`src/phy_diag_map.vh`:
```
`ifndef PHY_DIAG_MAP_VH
`define PHY_DIAG_MAP_VH

// Register addresses (5-bit management register numbers)
`define ADDR_CABLE_DIAGNOSTIC   5'h12
`define ADDR_DIGITAL_LINK       5'h13
`define ADDR_SYMBOL_ERR_COUNT   5'h15
`define ADDR_INT_CTRL_STATUS    5'h1b

// Cable diagnostic fields
`define DIAG_TEST_ENABLE_BIT    15
`define DIAG_RSVD14_BIT         14
`define DIAG_PAIR_HI            13
`define DIAG_PAIR_LO            12
`define DIAG_RSVD_HI            11
`define DIAG_RSVD_LO            10
`define DIAG_STATUS_HI          9
`define DIAG_STATUS_LO          8
`define DIAG_DIST_HI            7
`define DIAG_DIST_LO            0

`define DIAG_PAIR_RESET         2'h0
`define DIAG_STATUS_RESET       2'h0
`define DIAG_DIST_RESET         8'h00
`define DIAG_RSVD_RESET         2'h0
`define DIAG_RSVD14_RESET       1'h0

// Digital link status fields
`define LINK_1000_BIT           2
`define LINK_100_BIT            1
`define LINK_RESET              2'h0

// Symbol error counter
`define SYMBOL_ERR_RESET        16'h0000
`define SYMBOL_ERR_MAX          16'hffff

// Interrupt control/status fields
`define INT_EN_HI               15
`define INT_EN_LO               8
`define INT_FLAG_HI             7
`define INT_FLAG_LO             0
`define INT_EN_RESET            8'h00
`define INT_FLAG_RESET          8'h00

`endif

```
`src/phy_diag_status_int_regs.v`:
```
// Function
// - A read/write two-bit pair select in the diagnostic register picks pair A to D and resets to 00.
// - A read-only two-bit result reports normal, open or short for the selected pair and resets to 00.
// - A read-only eight-bit low byte gives the distance to a reported fault and resets to zero.
// - Link status bit 2 shows a good 1000BASE-T link and bit 1 a good 100BASE-TX link, both reset to 0.
// - A 16-bit symbol error frame counter clears when read and resets to zero.
// - Interrupt bits 15 to 10 enable jabber, receive error, page, parallel fault, partner ack and link down.
// - Writing 1 to the test enable bit starts the cable test and the device clears it when the test ends.
// - The low eight interrupt bits are event flags that set on events and clear when the register is read.
`timescale 1ns/10ps
`default_nettype none
`include "phy_diag_map.vh"

module phy_diag_status_int_regs (
  input  wire        mclk,
  input  wire        rstn,
  input  wire [4:0]  reg_addr,
  input  wire        reg_wr,
  input  wire        reg_rd,
  input  wire [15:0] reg_wdata,
  output reg  [15:0] reg_rdata,
  output wire        diag_start,
  output wire [1:0]  diag_pair,
  input  wire        diag_done,
  input  wire [1:0]  diag_result,
  input  wire [7:0]  diag_distance,
  input  wire        link_ok_1000,
  input  wire        link_ok_100,
  input  wire        symbol_error_frame,
  input  wire [7:0]  int_events,
  output wire        int_out
);

  // One-hot states of the cable test sequencer
  localparam DIAG_IDLE = 2'b01;
  localparam DIAG_RUN  = 2'b10;

  reg [1:0]  diag_state_q;
  reg [1:0]  diag_state_d;
  reg [1:0]  pair_q;
  reg [1:0]  rsvd_q;
  reg        rsvd14_q;
  reg [1:0]  status_q;
  reg [7:0]  distance_q;
  reg [1:0]  link_q;
  reg [15:0] symbol_error_frame_count_q;
  reg [15:0] symbol_error_frame_count_d;
  reg [7:0]  int_en_q;
  reg [7:0]  int_flag_q;
  reg [7:0]  int_flag_d;
  reg [15:0] reg_rdata_d;

  wire [3:0] reg_sel;
  wire       test_busy;
  wire       wr_diag;
  wire       rd_cnt;
  wire       wr_int;
  wire       rd_int;
  wire       diag_finish;

  // One-hot select: bit 0 diagnostic, 1 link, 2 counter, 3 interrupt; none for unmapped
  function [3:0] reg_select;
    input [4:0] addr;
    begin
      if (addr == `ADDR_CABLE_DIAGNOSTIC)
        reg_select = 4'h1;
      else if (addr == `ADDR_DIGITAL_LINK)
        reg_select = 4'h2;
      else if (addr == `ADDR_SYMBOL_ERR_COUNT)
        reg_select = 4'h4;
      else if (addr == `ADDR_INT_CTRL_STATUS)
        reg_select = 4'h8;
      else
        reg_select = 4'h0;
    end
  endfunction

  assign reg_sel = reg_select(reg_addr);
  assign wr_diag = reg_wr && reg_sel[0];
  assign rd_cnt  = reg_rd && reg_sel[2];
  assign wr_int  = reg_wr && reg_sel[3];
  assign rd_int  = reg_rd && reg_sel[3];

  assign test_busy   = diag_state_q[1];
  // Done is ignored while idle, so a stray pulse cannot load stale results
  assign diag_finish = test_busy && diag_done;
  // Start pulse only when idle; a rewrite during a test does not restart it
  assign diag_start  = wr_diag && reg_wdata[`DIAG_TEST_ENABLE_BIT] && !test_busy;
  assign diag_pair   = pair_q;

  always @*
  begin
    diag_state_d = diag_state_q;
    case (diag_state_q)
      DIAG_IDLE:
        if (diag_start)
          diag_state_d = DIAG_RUN;
      DIAG_RUN:
        if (diag_done)
          diag_state_d = DIAG_IDLE;
      default:
        diag_state_d = DIAG_IDLE;
    endcase
  end

  always @(posedge mclk)
  begin
    if (!rstn)
      diag_state_q <= DIAG_IDLE;
    else
      diag_state_q <= diag_state_d;
  end

  always @(posedge mclk)
  begin
    if (!rstn)
    begin
      pair_q   <= `DIAG_PAIR_RESET;
      rsvd_q   <= `DIAG_RSVD_RESET;
      rsvd14_q <= `DIAG_RSVD14_RESET;
    end
    else if (wr_diag)
    begin
      pair_q   <= reg_wdata[`DIAG_PAIR_HI:`DIAG_PAIR_LO];
      rsvd_q   <= reg_wdata[`DIAG_RSVD_HI:`DIAG_RSVD_LO];
      rsvd14_q <= reg_wdata[`DIAG_RSVD14_BIT];
    end
  end

  // Loaded only on a finish, so a read during a test shows the last result
  always @(posedge mclk)
  begin
    if (!rstn)
    begin
      status_q   <= `DIAG_STATUS_RESET;
      distance_q <= `DIAG_DIST_RESET;
    end
    else if (diag_finish)
    begin
      status_q   <= diag_result;
      distance_q <= diag_distance;
    end
  end

  always @(posedge mclk)
  begin
    if (!rstn)
      link_q <= `LINK_RESET;
    else
      link_q <= {link_ok_1000, link_ok_100};
  end

  // Counter saturates instead of wrapping; an event on the read cycle is kept
  always @*
  begin
    symbol_error_frame_count_d = symbol_error_frame_count_q;
    if (rd_cnt)
      symbol_error_frame_count_d = `SYMBOL_ERR_RESET;
    if (symbol_error_frame && (rd_cnt || symbol_error_frame_count_q != `SYMBOL_ERR_MAX))
      symbol_error_frame_count_d = symbol_error_frame_count_d + 16'h0001;
  end

  // Set wins over the clear-on-read
  always @*
  begin
    int_flag_d = rd_int ? `INT_FLAG_RESET : int_flag_q;
    int_flag_d = int_flag_d | int_events;
  end

  always @(posedge mclk)
  begin
    if (!rstn)
      symbol_error_frame_count_q <= `SYMBOL_ERR_RESET;
    else
      symbol_error_frame_count_q <= symbol_error_frame_count_d;
  end

  always @(posedge mclk)
  begin
    if (!rstn)
    begin
      int_en_q   <= `INT_EN_RESET;
      int_flag_q <= `INT_FLAG_RESET;
    end
    else
    begin
      int_flag_q <= int_flag_d;
      if (wr_int)
        int_en_q <= reg_wdata[`INT_EN_HI:`INT_EN_LO];
    end
  end

  // Enable bit 8+n gates flag n
  assign int_out = |(int_en_q & int_flag_q);

  // Read data only moves on a read, so it stands until the next one
  always @*
  begin
    reg_rdata_d = reg_rdata;
    if (reg_rd)
    begin
      if (reg_sel[0])
        reg_rdata_d = {test_busy, rsvd14_q, pair_q, rsvd_q, status_q, distance_q};
      else if (reg_sel[1])
        reg_rdata_d = {13'h0000, link_q, 1'h0};
      else if (reg_sel[2])
        reg_rdata_d = symbol_error_frame_count_q;
      else if (reg_sel[3])
        reg_rdata_d = {int_en_q, int_flag_q};
      else
        reg_rdata_d = 16'h0000;
    end
  end

  always @(posedge mclk)
  begin
    if (!rstn)
      reg_rdata <= 16'h0000;
    else
      reg_rdata <= reg_rdata_d;
  end

endmodule // phy_diag_status_int_regs
`default_nettype wire

```
`config.mk`:
```
export PLATFORM = sky130hd
export DESIGN_NAME = phy_diag_status_int_regs
export DESIGN_NICKNAME = d
export VERILOG_FILES = /design/src/phy_diag_status_int_regs.v
export VERILOG_INCLUDE_DIRS = /design/src
export SDC_FILE = /design/constraint.sdc
export NUM_CORES = 1
export LEC_CHECK = 0
export BUFFER_PORTS_ARGS = -buffer_cell sky130_fd_sc_hd__buf_2
export CAP_MARGIN = 20
export CORE_ASPECT_RATIO = 1.5
export CORE_MARGIN = 5
export CORE_UTILIZATION = 30
export DETAILED_ROUTE_END_ITERATION = 10
export SLEW_MARGIN = 10
export SYNTH_ARGS = -nofsm -noshare
export SYNTH_HDL_FRONTEND = slang
export SYNTH_SLANG_ARGS = --single-unit
```
`constraint.sdc`:
```
create_clock -name mclk -period 2.4 [get_ports mclk]
set_clock_uncertainty 0.05 [all_clocks]
set_input_delay 0.24 -clock mclk [delete_from_list [all_inputs] [get_ports mclk]]
set_output_delay 0.24 -clock mclk [all_outputs]
set_load 0.01 [all_outputs]
```
-- Word-level counts from Yosys, hierarchy flattened
Cells that the tools add are included.
Widths: inputs -> output; s select.
- $add $sub $neg: 1
- bitwise gates (word level): 2
- mux-type cells: 14
- eq/ne operators: 9
- reductions and logical operators: 12
- operator list (operator ; number):
    $mux 16 ; 6
    $eq 5x5->1 const B ; 4
    $add 16x1->16 const B ; 1
    $mux 4 ; 4
    $ne 16x16->1 const B ; 1
    $and 8x8->8 ; 1
    $logic_and 1x1->1 ; 8
    $mux 8 ; 1
    $or 8x8->8 ; 1
    $reduce_or 8->1 ; 1
    $mux 2 ; 2
    $ne 2x2->1 const B ; 2
    $pmux 2 s2 ; 1
    $eq 2x1->1 const B ; 1
    $eq 2x2->1 const B ; 1
    $reduce_and 2->1 ; 1
    $logic_not 1->1 ; 1
    $logic_or 1x1->1 ; 1
- word-level logic and storage cells: 49
- bits of input ports: 47
- output and inout bits: 20
- register bits after elaboration: 67

-- Longest topological paths before layout
- depth in word-level cells: 10
- depth in mapped cells: 9
- mapped depth without buffers: 9

-- Worst setup path before layout
OpenSTA, ideal clock, no wires.
- path type: in2reg
- from: in reg_addr[1]
- to: reg symbol_error_frame_count_q[10]
- arrival time: 1721 ps
- buffers on the path: 0
- path slack: 507 ps
- cell stages on the path: 9
- library setup time: 123 ps
- required time: 2227 ps
- cell sequence: and4bb_4 -> nand2_2 -> and2_1 -> ha_1 -> nand2_1 -> a211o_1 -> nor4b_2 -> xnor2_1 -> nor2_1
- cells in the longest elaborated chain, start to end: 8
- elaborated cells on any way between the ends: 12
- classes of those cells: 1 x add/sub; 3 x eq/ne; 5 x mux; 3 x reduce/logical
- ends and longest elaborated chain (what ; RTL line ; source):
    start: declaration ; phy_diag_status_int_regs.v:17 ; input wire [4:0] reg_addr,
    $eq 5x5->1 (no source line) ; n/a ;
    $mux 4 ; phy_diag_status_int_regs.v:69 ; else if (addr == `ADDR_SYMBOL_ERR_COUNT)
    $mux 4 ; phy_diag_status_int_regs.v:67 ; else if (addr == `ADDR_DIGITAL_LINK)
    $mux 4 (*) ; phy_diag_status_int_regs.v:65 ; if (addr == `ADDR_CABLE_DIAGNOSTIC)
    $logic_and 1x1->1 (*) ; phy_diag_status_int_regs.v:80 ; assign rd_cnt = reg_rd && reg_sel[2];
    $mux 16 / $logic_or 1x1->1 (equally long branches) ; n/a ;
    $add 16x1->16 / $logic_and 1x1->1 (equally long branches) ; phy_diag_status_int_regs.v:160, phy_diag_status_int_regs.v:159 ;
    $mux 16 (*) ; phy_diag_status_int_regs.v:159 ; if (symbol_error_frame && (rd_cnt || symbol_error_frame_count_q != `SYMBOL_ERR_MAX))
    end signal: assignment ; phy_diag_status_int_regs.v:173 ; symbol_error_frame_count_q <= `SYMBOL_ERR_RESET;
    end signal: assignment ; phy_diag_status_int_regs.v:175 ; symbol_error_frame_count_q <= symbol_error_frame_count_d;
    end: declaration ; phy_diag_status_int_regs.v:46 ; reg [15:0] symbol_error_frame_count_q;
Mark *: on every way between the ends. The rest lies on a longest branch, timed or not.
A chain may end at the register's enable or synchronous reset.

-- Worst setup path after layout
- from: in reg_addr[0]
- to: reg symbol_error_frame_count_q[6]
Same word-level chain as after synthesis.

==> flow_metrics.tcl <==
set metrics [dict create \
    postCtsSetupBuffers 0 \
    wirelength_met1_um 3280 \
    distinct_cell_type_count_after_synthesis 46 \
    clock-root-buffer "clkbuf_16" \
    design.die.area_um2 12100 \
    synth_edf_count 0 \
    number_of_routed_nets_with_antenna_violations 0 \
    max_freq_ghz 0.517 \
    detail_route.wirelength_um 8030 \
    grt_first_pass_wirelength_um 13500 \
    required_ns 2.56 \
    clk_path_buf_depth 2 \
    routed_len_inst_um 15.8 \
    hold_start "link_ok_1000" \
    syn_nets 383 \
    placed_cell_area_um2 3370 \
    drive_above_1_share 0.230 \
    detailroute.wirelength.met2_um 4220 \
    reg2reg_to "symbol_error_frame_count_q[6]$_SDFF_PN0_" \
    post-route-period-util 0.807 \
    max-cap-violations 0 \
    floorplan.die.width_um 91.4 \
    synthesis.yosys.warnings 0 \
    synth_area_per_cell_um2 8.90 \
    clock_tree.htree_level_count 3 \
    hold_viol_final 0 \
    final_layout_setup_total_negative_slack_ns 0 \
    worst_r2r_path_depth 7 \
    antenna_found_initial 0 \
    uppermost_metal_layer_occupied_by_signal_nets "met4" \
    timing.final.crit_period_ns 1.94 \
    drcViolationCount 0 \
    drv_slew 0 \
    power_mw 2.54 \
    data_arrival_time_of_the_critical_path_ns 2.09 \
    setup_viol 0 \
    syn_inst 335 \
    effective_utilization_at_floorplan 0.308 \
    dominant_cell_by_count_in_the_synthesized_netlist "dfxtp_1" \
    yosysSeqAreaShare 0.450 \
    grtUsageTotal 0.140 \
    timing.rr.start "symbol_error_frame_count_q[0]$_SDFF_PN0_" \
    flow.area_growth_from_synthesis_pct 22.3 \
    post_cts_resized 0 \
    drc_marker_count_from_the_first_detailed_route_iteration 215 \
    postCtsHoldBufs 0 \
    grt_setup_unrepaired "false" \
    routed_via_density 5.20 \
    finish.net_count 439 \
    ioPinCount 67 \
    synth_top_cell_area_share 0.450 \
    max-vdd-ir-drop_v 0.000537 \
    p_leak_nw 1.34 \
    largest_net_degree_at_the_start_of_global_routing 41 \
    yosysTopAreaCell "dfxtp_1" \
    tritoncts_clock_tree "done" \
    p_per_area_nw_per_um2 696 \
    grt_pass1_vias 2709 \
    path_class "in -> reg" \
    status "finished clean" \
    endpoint_kind "flip-flop" \
    port_buffers 58 \
    clk-insertion-delay-late_ns 0.33 \
    ff2ff_setup_slack_ns 0.53 \
    postLayoutCoreUtil 0.377 \
    timing_worst_slew_pin_value_ns 0.580 \
    post_synth_instance_area_um2 2980 \
    maxSlewHeadroom 0.614 \
    antenna_cells 0 \
    path_clk_slew_ns 0.05 \
    startpoint_type "primary input" \
    synthTopCellsByArea "dfxtp_1, nand2_1, a21boi_0" \
    layout.cell_area.non_filler_um2 3650 \
    postLayoutSetupSlackWorst_ns 0.464 \
    timing.hold.worst_path_depth 2 \
    crit_fanout 9 \
    cts_inserted_buffers 9 \
    met3WireLength_um 311 \
    ys_async_sr_fraction 0 \
    finalWeightedCongestion 0.858 \
    detailedRoute.firstPassIterationCount 5 \
    die_height_um 132 \
    hold_path_end "link_q[1]$_SDFF_PN0_" \
    grt_ovf 0 \
    cts.sinks 67 \
    dp_hpwl_um 6060 \
    vias 2652 \
    postSynth.topFlopCell "dfxtp_1" \
    min_path_type "in -> reg" \
    ys_seq_elements 67 \
    design.core.area_um2 9690 \
    fillerInstances 1026 \
    synth_commonest_cells "dfxtp_1, nand2_1, a21oi_1, a21boi_0, nand3_1" \
    preCtsSetupSlack_ns 0.156 \
    rows 44 \
]
## where the power goes
group / internal [mW] / switching (mW)
registers: 1.14 / 0.0238
logic: 0.0675 / 0.0857
clock network: 0.773 / 0.444
## per-layer routing
layer  vias to the layer above  track usage
met5                         -            0
met1                      1246        0.159
met3                        14       0.0366
met4                         0       0.0628
li1                       1330            -
met2                        62        0.243
## cell families after synthesis
kind of cell | share of synthesized area
multiplexers | 0.0134
buffers and inverters | 0.0315
flip-flops | 0.450
adder cells (fa/ha/maj) | 0.00419
XOR/XNOR | 0.0294
AO/OA/AOI/OAI | 0.225
AND/OR/NAND/NOR | 0.247
## worst max-delay path, stage by stage
cell and delay [ns]:
buf_2 0.14, and4bb_4 0.23, nand2_2 0.17, and2_1 0.20
ha_1 0.16, nand2_1 0.07, a211o_1 0.32, a211oi_1 0.32
xnor2_1 0.18, nor2_1 0.06
## cell type report
| cell class | count | area, um2 | share of cell area |
|---|---|---|---|
| Sequential cell | 67 | 1340 | 0.368 |
| Timing Repair Buffer | 63 | 328 | 0.0898 |
| Clock inverter | 2 | 10.0 | 0.00274 |
| Multi-Input combinational cell | 248 | 1550 | 0.424 |
| Clock buffer | 13 | 270 | 0.0741 |
| Tap cell | 115 | 144 | 0.0394 |
| Inverter | 2 | 7.51 | 0.00206 |
## cells in the final DEF (no fill, tap or decap), types with 10 or more instances in the layout
cell type  synthesis  final
nand3_1           23     23
xnor2_1           10     10
a21oi_1           27     27
buf_2              4     58
o21ai_0           18     18
dfxtp_1           67     67
a21boi_0          23     23
nor2_1            11     11
a222oi_1          14     14
nand2_1           58     58
## registers in the layout (all words and copies together), names as in the netlist
signal and flops:
diag_pair 2, diag_state_q 2, distance_q 8, int_en_q 8, int_flag_q 8, link_q 2, reg_rdata 16, rsvd14_q 1
rsvd_q 2, status_q 2, symbol_error_frame_count_q 16
## metrics by stage
stage	std cells	hold WS [ns]
final	510	0.0696
after global routing	510	0.0705
after CTS	510	0.0578
after detailed placement	495	0.405
after global placement	495	0.398
after floorplan	335	0.317
## worst max path at each step
| stage | slack (ns) | to | cells after the start | start |
|---|---|---|---|---|
| finish | 0.46 | symbol_error_frame_count_q[6]$_SDFF_PN0_ | 10 | reg_addr[0] |
| global placement | 0.19 | symbol_error_frame_count_q[10]$_SDFF_PN0_ | 10 | reg_addr[0] |
| global route | 0.32 | symbol_error_frame_count_q[6]$_SDFF_PN0_ | 10 | reg_addr[0] |
| detailed placement | 0.16 | symbol_error_frame_count_q[10]$_SDFF_PN0_ | 10 | reg_addr[0] |
| CTS | 0.44 | diag_start | 6 | reg_addr[2] |
| floorplan | 0.51 | symbol_error_frame_count_q[10]$_SDFF_PN0_ | 9 | reg_addr[1] |
(Power assumes the default switching activity.)
